`src/drs_pkg.sv`:
```
/*
 Package for the dual rail sequence supervisor: register map, field positions,
 reset values, sequencer states and timing constants.
 Assumes a 25 MHz system clock and a single AHB-Lite slave port.
*/
`default_nettype none
package drs_pkg;
   // Clock and timing
   localparam int unsigned CLK_HZ         = 25_000_000;
   localparam int unsigned RST_DELAY_MS   = 120;
   localparam int unsigned RST_DELAY_CYC  = (CLK_HZ / 1000) * RST_DELAY_MS;
   localparam int unsigned TICK_DIV       = 25;

   // Register byte offsets
   localparam logic [7:0] OFF_CTRL   = 8'h00;
   localparam logic [7:0] OFF_STATUS = 8'h04;
   localparam logic [7:0] OFF_IRQST  = 8'h08;
   localparam logic [7:0] OFF_IRQMSK = 8'h0C;

   // Control fields
   localparam int CTRL_OVR_EN  = 0;
   localparam int CTRL_RST_FRC = 1;
   localparam logic [1:0] CTRL_RESET = 2'h0;

   // Event fields (status and mask share this layout)
   localparam int EV_R1_ON   = 0;
   localparam int EV_R2_ON   = 1;
   localparam int EV_PG_UP   = 2;
   localparam int EV_PG_DN   = 3;
   localparam int EV_RST_REL = 4;
   localparam int EV_RST_ASS = 5;
   localparam int EV_W       = 6;
   localparam logic [5:0] MASK_RESET = 6'h00;

   typedef enum logic [3:0] {
      ST_OFF     = 4'h1,
      ST_FIRST   = 4'h2,
      ST_BOTH    = 4'h4,
      ST_SPARE   = 4'h8
   } drs_seq_t;
endpackage : drs_pkg
`default_nettype wire

```
`src/drs_sync.sv`:
```
/*
 Two flip-flop synchroniser for a bus of asynchronous level inputs.
 Assumes the inputs are slow levels; no pulse is shorter than two clocks.
*/
`default_nettype none
module drs_sync #(
   parameter int W = 1,
   parameter logic [W-1:0] INIT = '0
) (
   // Clock and reset
   input  wire logic         clk,
   input  wire logic         rst_n,
   // Levels
   input  wire logic [W-1:0] asyncIn,
   output logic      [W-1:0] syncOut
);
   typedef struct packed {
      logic [W-1:0] meta;
      logic [W-1:0] sync;
   } drs_sync_t;

   drs_sync_t s_q;
   drs_sync_t s_d;

   always_comb begin
      s_d      = s_q;
      s_d.meta = asyncIn;
      s_d.sync = s_q.meta;
   end

   always_ff @(posedge clk) begin
      if (!rst_n) begin
         s_q <= '{meta: INIT, sync: INIT};
      end else begin
         s_q <= s_d;
      end
   end

   assign syncOut = s_q.sync;
endmodule : drs_sync
`default_nettype wire

```
`src/drs_supervisor.sv`:
```
/*
 Digital control of a dual output regulator: enable, power-up ordering,
 rail one good flag and supervisory reset with release delay, plus an
 AHB-Lite register slave with sticky event bits and one interrupt line.
 Assumes rail comparators and pins arrive asynchronously; pull-ups are modelled
 by treating an undriven input as high at the pad (bench drives 1 for open).
*/
// Functional notes
// - While the enable input is high both rails are held off.
// - Driving enable low starts the selected power-up order.
// - With order select high rail two starts first and rail one waits for the 83% mark.
// - In that order rail one is switched off when rail two drops below 83%.
// - With order select low rail one is switched on first.
// - Order select has a pull-up so an open input counts as high.
// - The rail one good flag is released once rail one is above 95%.
// - The rail one good flag is pulled low whenever rail one is below 95%.
// - Either manual reset input low asserts the reset output.
// - Both manual reset inputs are active low with pull-ups.
// - Reset releases 120 ms after rail two is good and both manual resets are high.
// - Reset is pulled low at once when rail two falls below 95%.
// - Level monitors trip 5% low with hysteresis, supplied here as comparator levels.
// - Both rails stay off until the first supply passes its lockout level.
// - A rail that is off has its discharge path switched on.
`default_nettype none
module drs_supervisor #(
   parameter int unsigned DELAY_CYC = drs_pkg::RST_DELAY_CYC
) (
   // Clock and reset
   input  wire logic        clk,
   input  wire logic        rst_n,
   // Control pins
   input  wire logic        enableIn_n,
   input  wire logic        orderSelect,
   input  wire logic        manualResetA_n,
   input  wire logic        manualResetB_n,
   // Comparator levels
   input  wire logic        supplyOneOk,
   input  wire logic        railTwoAbove83,
   input  wire logic        railOneAbove95,
   input  wire logic        railTwoAbove95,
   // Regulator controls
   output logic             railOneOn,
   output logic             railTwoOn,
   output logic             railOneDischarge,
   output logic             railTwoDischarge,
   // Open-drain outputs
   output logic             goodFlagOut,
   output logic             goodFlagOe,
   output logic             resetOut,
   output logic             resetOe,
   // AHB-Lite slave
   input  wire logic        hsel,
   input  wire logic [31:0] haddr,
   input  wire logic [1:0]  htrans,
   input  wire logic        hwrite,
   input  wire logic [2:0]  hsize,
   input  wire logic [31:0] hwdata,
   input  wire logic        hready,
   output logic [31:0]      hrdata,
   output logic             hreadyout,
   output logic             hresp,
   output logic             irq
);
   localparam int CW = $clog2(DELAY_CYC + 1);

   initial begin
      if (DELAY_CYC < 2) begin
         $error("DELAY_CYC too small");
      end
   end

   typedef struct packed {
      drs_pkg::drs_seq_t seq;
      logic              r1On;
      logic              r2On;
      logic              r1Dis;
      logic              r2Dis;
      logic              pgLow;
      logic              rstLow;
      logic [CW-1:0]     cnt;
      logic [1:0]        ctrl;
      logic [5:0]        stat;
      logic [5:0]        mask;
      logic              dWr;
      logic              dRd;
      logic [7:0]        dAddr;
      logic [31:0]       rdata;
      logic              irq;
   } drs_state_t;

   drs_state_t s_q;
   drs_state_t s_d;

   logic [7:0] syncLv;
   logic       enN;
   logic       ordSel;
   logic       mrA;
   logic       mrB;
   logic       supOk;
   logic       r2At83;
   logic       r1At95;
   logic       r2At95;
   logic       rstAsk;
   logic [5:0] ev;

   // Pads synchronised; open pull-up inputs reset high
   drs_sync #(.W(8), .INIT(8'h0F)) uSync (
      .clk     (clk),
      .rst_n   (rst_n),
      .asyncIn ({railTwoAbove95, railOneAbove95, railTwoAbove83, supplyOneOk,
                 manualResetB_n, manualResetA_n, orderSelect, enableIn_n}),
      .syncOut (syncLv[7:0])
   );
   assign enN    = syncLv[0];
   assign ordSel = syncLv[1];
   assign mrA    = syncLv[2];
   assign mrB    = syncLv[3];
   assign supOk  = syncLv[4];
   assign r2At83 = syncLv[5];
   assign r1At95 = syncLv[6];
   assign r2At95 = syncLv[7];

   // Reset requested by any manual input, low rail two or software
   assign rstAsk = !mrA || !mrB || !r2At95 || s_q.ctrl[drs_pkg::CTRL_RST_FRC];

   always_comb begin
      s_d = s_q;
      ev  = '0;
      // Sequencer
      if (enN || !supOk || s_q.ctrl[drs_pkg::CTRL_OVR_EN]) begin
         s_d.seq  = drs_pkg::ST_OFF;
         s_d.r1On = 1'b0;
         s_d.r2On = 1'b0;
      end else begin
         unique case (s_q.seq)
            drs_pkg::ST_OFF: begin
               s_d.seq = drs_pkg::ST_FIRST;
               if (ordSel) begin
                  s_d.r2On = 1'b1;
               end else begin
                  s_d.r1On = 1'b1;
               end
            end
            drs_pkg::ST_FIRST: begin
               s_d.seq  = drs_pkg::ST_BOTH;
               s_d.r1On = 1'b1;
               s_d.r2On = 1'b1;
               if (ordSel && !r2At83) begin
                  s_d.seq  = drs_pkg::ST_FIRST;
                  s_d.r1On = 1'b0;
               end
            end
            drs_pkg::ST_BOTH: begin
               if (ordSel && !r2At83) begin
                  s_d.seq  = drs_pkg::ST_FIRST;
                  s_d.r1On = 1'b0;
               end
            end
            default: begin
               s_d.seq  = drs_pkg::ST_OFF;
               s_d.r1On = 1'b0;
               s_d.r2On = 1'b0;
            end
         endcase
      end
      // Discharge paths registered so the pins come straight from flops
      s_d.r1Dis = !s_d.r1On;
      s_d.r2Dis = !s_d.r2On;
      // Good flag follows the synchronised comparator
      s_d.pgLow = !r1At95;
      // Reset output and release delay
      if (rstAsk) begin
         s_d.rstLow = 1'b1;
         s_d.cnt    = '0;
      end else if (s_q.rstLow) begin
         if (s_q.cnt == CW'(DELAY_CYC - 1)) begin
            s_d.rstLow = 1'b0;
         end else begin
            s_d.cnt = s_q.cnt + 1'b1;
         end
      end
      // Events
      ev[drs_pkg::EV_R1_ON]   = s_d.r1On && !s_q.r1On;
      ev[drs_pkg::EV_R2_ON]   = s_d.r2On && !s_q.r2On;
      ev[drs_pkg::EV_PG_UP]   = !s_d.pgLow && s_q.pgLow;
      ev[drs_pkg::EV_PG_DN]   = s_d.pgLow && !s_q.pgLow;
      ev[drs_pkg::EV_RST_REL] = !s_d.rstLow && s_q.rstLow;
      ev[drs_pkg::EV_RST_ASS] = s_d.rstLow && !s_q.rstLow;
      // Bus data phase: writes land, set beats clear
      if (s_q.dWr) begin
         unique case (s_q.dAddr)
            drs_pkg::OFF_CTRL:   s_d.ctrl = hwdata[1:0];
            drs_pkg::OFF_IRQST:  s_d.stat = s_q.stat & ~hwdata[5:0];
            drs_pkg::OFF_IRQMSK: s_d.mask = hwdata[5:0];
            default: ;
         endcase
      end
      s_d.stat = s_d.stat | ev;
      // Bus address phase
      s_d.dWr   = hsel && hready && htrans[1] && hwrite;
      s_d.dRd   = hsel && hready && htrans[1] && !hwrite;
      s_d.dAddr = haddr[7:0];
      s_d.rdata = '0;
      if (hsel && hready && htrans[1] && !hwrite) begin
         unique case (haddr[7:0])
            drs_pkg::OFF_CTRL:   s_d.rdata = {30'h0, s_q.ctrl};
            drs_pkg::OFF_STATUS: s_d.rdata = {22'h0, s_q.seq, ordSel, s_q.rstLow,
                                              s_q.pgLow, s_q.r2On, s_q.r1On, enN};
            drs_pkg::OFF_IRQST:  s_d.rdata = {26'h0, s_q.stat};
            drs_pkg::OFF_IRQMSK: s_d.rdata = {26'h0, s_q.mask};
            default:             s_d.rdata = 32'h0;
         endcase
      end
      s_d.irq = |(s_d.stat & s_d.mask);
   end

   always_ff @(posedge clk) begin
      if (!rst_n) begin
         s_q        <= '0;
         s_q.seq    <= drs_pkg::ST_OFF;
         s_q.r1Dis  <= 1'b1;
         s_q.r2Dis  <= 1'b1;
         s_q.pgLow  <= 1'b1;
         s_q.rstLow <= 1'b1;
         s_q.ctrl   <= drs_pkg::CTRL_RESET;
         s_q.mask   <= drs_pkg::MASK_RESET;
      end else begin
         s_q <= s_d;
      end
   end

   assign railOneOn        = s_q.r1On;
   assign railTwoOn        = s_q.r2On;
   assign railOneDischarge = s_q.r1Dis;
   assign railTwoDischarge = s_q.r2Dis;
   assign goodFlagOut      = 1'b0;
   assign goodFlagOe       = s_q.pgLow;
   assign resetOut         = 1'b0;
   assign resetOe          = s_q.rstLow;
   assign hrdata           = s_q.rdata;
   assign hreadyout        = 1'b1;
   assign hresp            = 1'b0;
   assign irq              = s_q.irq;

   AST_OFF_WHEN_DISABLED: assert property (@(posedge clk) disable iff (!rst_n)
      enN |=> !railOneOn && !railTwoOn) else $error("rail on while disabled");
   AST_LOCKOUT: assert property (@(posedge clk) disable iff (!rst_n)
      !supOk |=> !railOneOn && !railTwoOn) else $error("rail on in lockout");
   AST_ORDER_TWO_FIRST: assert property (@(posedge clk) disable iff (!rst_n)
      $rose(railOneOn) && $past(ordSel) && $past(ordSel, 2) |-> railTwoOn)
      else $error("rail one before rail two");
   AST_DROP_83: assert property (@(posedge clk) disable iff (!rst_n)
      ordSel && !r2At83 && !s_q.ctrl[0] |=> !railOneOn)
      else $error("rail one kept on below 83");
   AST_ONE_FIRST: assert property (@(posedge clk) disable iff (!rst_n)
      s_q.seq == drs_pkg::ST_OFF && !enN && supOk && !ordSel && !s_q.ctrl[0]
      |=> railOneOn && !railTwoOn) else $error("rail one not first");
   AST_GOOD_FLAG: assert property (@(posedge clk) disable iff (!rst_n)
      ##1 goodFlagOe == !$past(r1At95)) else $error("good flag wrong");
   AST_MANUAL_RESET: assert property (@(posedge clk) disable iff (!rst_n)
      (!mrA || !mrB) |=> resetOe) else $error("manual reset ignored");
   AST_RAIL2_RESET: assert property (@(posedge clk) disable iff (!rst_n)
      !r2At95 |=> resetOe[*2]) else $error("reset not held on low rail");
   AST_RELEASE_DELAY: assert property (@(posedge clk) disable iff (!rst_n)
      $fell(resetOe) |-> s_q.cnt == CW'(DELAY_CYC - 1))
      else $error("reset released early");
   AST_DISCHARGE: assert property (@(posedge clk) disable iff (!rst_n)
      railOneDischarge != railOneOn && railTwoDischarge != railTwoOn)
      else $error("discharge mismatch");
   // Leaving shutdown turns exactly the first rail of the order on
   AST_ENABLE_START: assert property (@(posedge clk) disable iff (!rst_n)
      s_q.seq == drs_pkg::ST_OFF && !enN && supOk && !s_q.ctrl[0]
      |=> railOneOn != railTwoOn) else $error("no rail started on enable");
   AST_GOOD_RELEASE: assert property (@(posedge clk) disable iff (!rst_n)
      r1At95 |=> !goodFlagOe) else $error("good flag not released");
   // The release delay may not be cut short while no cause is present
   AST_RESET_HOLD: assert property (@(posedge clk) disable iff (!rst_n)
      resetOe && s_q.cnt != CW'(DELAY_CYC - 1) |=> resetOe)
      else $error("reset released before count end");
   AST_ONE_FIRST_HOLD: assert property (@(posedge clk) disable iff (!rst_n)
      !ordSel && railOneOn && !enN && supOk && !s_q.ctrl[0] |=> railOneOn)
      else $error("rail one dropped in rail one first order");
   AST_SEQ_ONEHOT: assert property (@(posedge clk) disable iff (!rst_n)
      $onehot(s_q.seq)) else $error("sequencer state not one-hot");
endmodule : drs_supervisor
`default_nettype wire

```
`config.mk`:
```
export PLATFORM = sky130hd
export DESIGN_NAME = drs_supervisor
export DESIGN_NICKNAME = d
export VERILOG_FILES = /design/src/drs_pkg.sv /design/src/drs_sync.sv /design/src/drs_supervisor.sv
export SDC_FILE = /design/constraint.sdc
export NUM_CORES = 1
export LEC_CHECK = 0
export ABC_AREA = 1
export BUFFER_PORTS_ARGS = -buffer_cell sky130_fd_sc_hd__buf_2
export CAP_MARGIN = 20
export CORE_MARGIN = 1.5
export CORE_UTILIZATION = 38
export DETAILED_ROUTE_END_ITERATION = 7
export MAX_ROUTING_LAYER = met4
export SYNTH_ARGS = -nofsm -noshare
export SYNTH_HDL_FRONTEND = slang
export SYNTH_HIERARCHICAL = 1
export SYNTH_SLANG_ARGS = --single-unit
export TNS_END_PERCENT = 20
```
`constraint.sdc`:
```
create_clock -name clk -period 1.8 [get_ports clk]
set_input_delay 0.36 -clock clk [delete_from_list [all_inputs] [get_ports clk]]
set_output_delay 0.36 -clock clk [all_outputs]
set_load 0.02 [all_outputs]
```
==> flow_metrics.tcl <==
set metrics [dict create \
    ys_dominant_reg_cell "dfxtp_1" \
    num_rows 36 \
    layout-drive-gt1-share_pct 14.87 \
    timing.fmax_mhz 634.3 \
    final_hold_viol_count 0 \
    antenna_cells 0 \
    viasPerCell 4.486 \
    finalCritPeriodShare_pct 87.59 \
    drcViolationCount 0 \
    status "complete, no violations" \
    maxSlewHeadroom_pct 66.52 \
    synth_area_um2 3920 \
    postCtsHoldBufs 0 \
    grt_pass1_wl_um 13610 \
    grt_pass1_vias 3057 \
    cp.required_ps 2080 \
    netlist_instances 561 \
    cts-htree-levels 3 \
    synth-edff-count 0 \
    fin_tns_setup_ps 0 \
    start_kind "flop" \
    period_needed_ps 1577 \
    die_w_um 104.6 \
    async_flop_share_pct 0 \
    die-area_um2 10930 \
    hp-class "in -> reg" \
    power.leakage_nw 1.985 \
    synth_commonest_cells "nand2_1, dfxtp_1, inv_1" \
    syn_avg_cell_area_um2 6.988 \
    synth_top_area_share_pct 41.37 \
    rsz0062_at_grt "no" \
    clk_latency_ps 350 \
    cts_sinks 81 \
    design_area_um2 4337 \
    seq_area_frac_synth_pct 41.37 \
    yosys_warnings 6 \
    postCtsSetupRepairBufs 0 \
    utilization_pct 43.76 \
    grt_use_total_pct 15.80 \
    drt-initial-drc-count 236 \
    clock_path_buffers 2 \
    final_nets 690 \
    firstDrtPassIters 4 \
    antenna_found_initial 0 \
    power_density_nw_per_um2 777.9 \
    ir_worst_vdd_uv 389.7 \
    cp-end-kind "flop" \
    cap_violations 0 \
    via_count 3342 \
    yosysUniqueCellTypes 37 \
    drtAntennaViolNets 0 \
    synth_top_cell_by_area "dfxtp_1" \
    area_delta_synth_final_pct 10.63 \
    routedWlPerCell_um 10.82 \
    io_buffers 44 \
    start_util_pct 39.56 \
    path_max_fanout 13 \
    gp_congestion 0.8951 \
    core_region_area_um2 9910 \
    worstSetupPathType "reg -> reg" \
    cts_tree "done" \
    ys_top_cells_by_area "dfxtp_1, nand2_1, inv_1" \
    clk_pin_slew_ps 90 \
    setup_violations 0 \
    die_height_um 104.6 \
    cts_buffers 9 \
    ioPinCount 125 \
    grt_start_max_net_pins 32 \
    hpwl_um 6126 \
    nFillCells 1066 \
    post_dp_cell_area_um2 4131 \
    yosysMostFrequentCell "nand2_1" \
    crit_arrival_ps 1860 \
    ys_seq_elements 81 \
    clk_root_buffer_cell "clkbuf_8" \
    final_max_slew_viol_count 0 \
    grt_overflow_total 0 \
    drt-total-wl_um 8058 \
    worst_pin_slew_ps 497.6 \
    clock_skew_ps 7.670 \
]
[cells in the final DEF (no fill, tap or decap), types with 2 or more instances in the layout]
cell type,netlist,routed
nor3_1,11,11
nand2_1,156,156
clkinvlp_4,0,2
and2_1,2,2
nor3_2,2,2
conb_1,2,27
dfxtp_1,81,81
nand3b_1,6,6
nand4_1,8,8
inv_1,80,80
nand2_2,3,3
nand3_1,29,29
xor2_1,7,7
buf_4,36,11
buf_2,1,44
nor3b_1,2,2
nor2_1,48,48
inv_2,4,4
o21ai_0,17,17
clkbuf_8,0,9
a21oi_1,34,34
nor2_2,4,4
o22ai_1,6,6
xnor2_1,2,2
[worst paths after layout]
check               startpoint          endpoint  slack, ps  cells after the start
hold / removal     orderSelect      uSync/s_d[1]        170                      3
hold reg to reg   uSync/s_d[0]  uSync/syncOut[0]        410                      2
setup reg to reg       s_q[58]           s_q[70]        220                      8
setup / recovery       s_q[58]           s_q[70]        220                      8
[what timing repair did]
| item | in CTS | in global routing |
|---|---|---|
| endpoints found under the hold margin | 0 | 0 |
| setup endpoints to repair | 0 | 6 |
| resized for setup | 0 | 1 |
[cell type report]
| type | count | area (um^2) | share of cell area [%] |
|---|---|---|---|
| Clock buffer | 9 | 123.9 | 2.856 |
| Clock inverter | 7 | 78.83 | 1.818 |
| Inverter | 86 | 325.3 | 7.501 |
| Multi-Input combinational cell | 374 | 1718 | 39.61 |
| Sequential cell | 81 | 1622 | 37.39 |
| Tap cell | 133 | 166.4 | 3.837 |
| Timing Repair Buffer | 55 | 302.8 | 6.982 |
[flip-flops by register name (all words and copies together), names as in the netlist]
register and flops:
goodFlagOe 1, hrdata 10, irq 1, railOneDischarge 1, railOneOn 1, railTwoDischarge 1
railTwoOn 1, resetOe 1, s_q 48, uSync/s_d 8, uSync/syncOut 8
[worst max-delay path: stages, from the launching register on]
cell and delay (ps):
dfxtp_1 370, ha_2 240, nand3_2 140, nor2_2 150, nand2_2 80, nand2_4 150
buf_4 180, nand2_1 50, a21oi_1 140
[layer usage]
layer  routed length, um  track usage [%]  vias to the layer above
li1                    -                -                     1771
met1                3888            20.26                     1465
met2                3646            24.34                       93
met3                 406            2.745                       13
met4                 116            7.044                        0
met5                   0                -                        -
[metrics by stage]
step	total power, W	hold slack [ps]	std cells	worst slack, ps
2_1_floorplan	0.002048	367.4	586	194.5
3_3_place_gp	0.002065	388.9	729	106.1
3_5_place_dp	0.002068	393.6	729	82.94
4_1_cts	0.003428	157.2	745	165.5
5_1_grt	0.003535	175.6	745	13.12
6_report	0.003373	173.3	745	223.4
[power breakdown]
| part | switching (W) | internal (W) |
|---|---|---|
| Sequential | 0.0000126 | 0.00182 |
| Combinational | 0.000133 | 0.0000576 |
| Clock | 0.000693 | 0.000655 |
[cell families (layout without fill, tap and decap cells)]
group | count (synthesis) | after routing | share of synthesized area (%)
xor gates and xnor gates | 9 | 9 | 2.011
AOI/OAI and AO/OA | 60 | 60 | 8.011
other | 2 | 27 | 0.1916
buffers and inverters | 131 | 157 | 17.27
and+or+nand+nor | 277 | 277 | 30.83
adders and majority gates | 1 | 1 | 0.3191
DFF | 81 | 81 | 41.37
No activity file was read; power rests on OpenSTA's default activity.
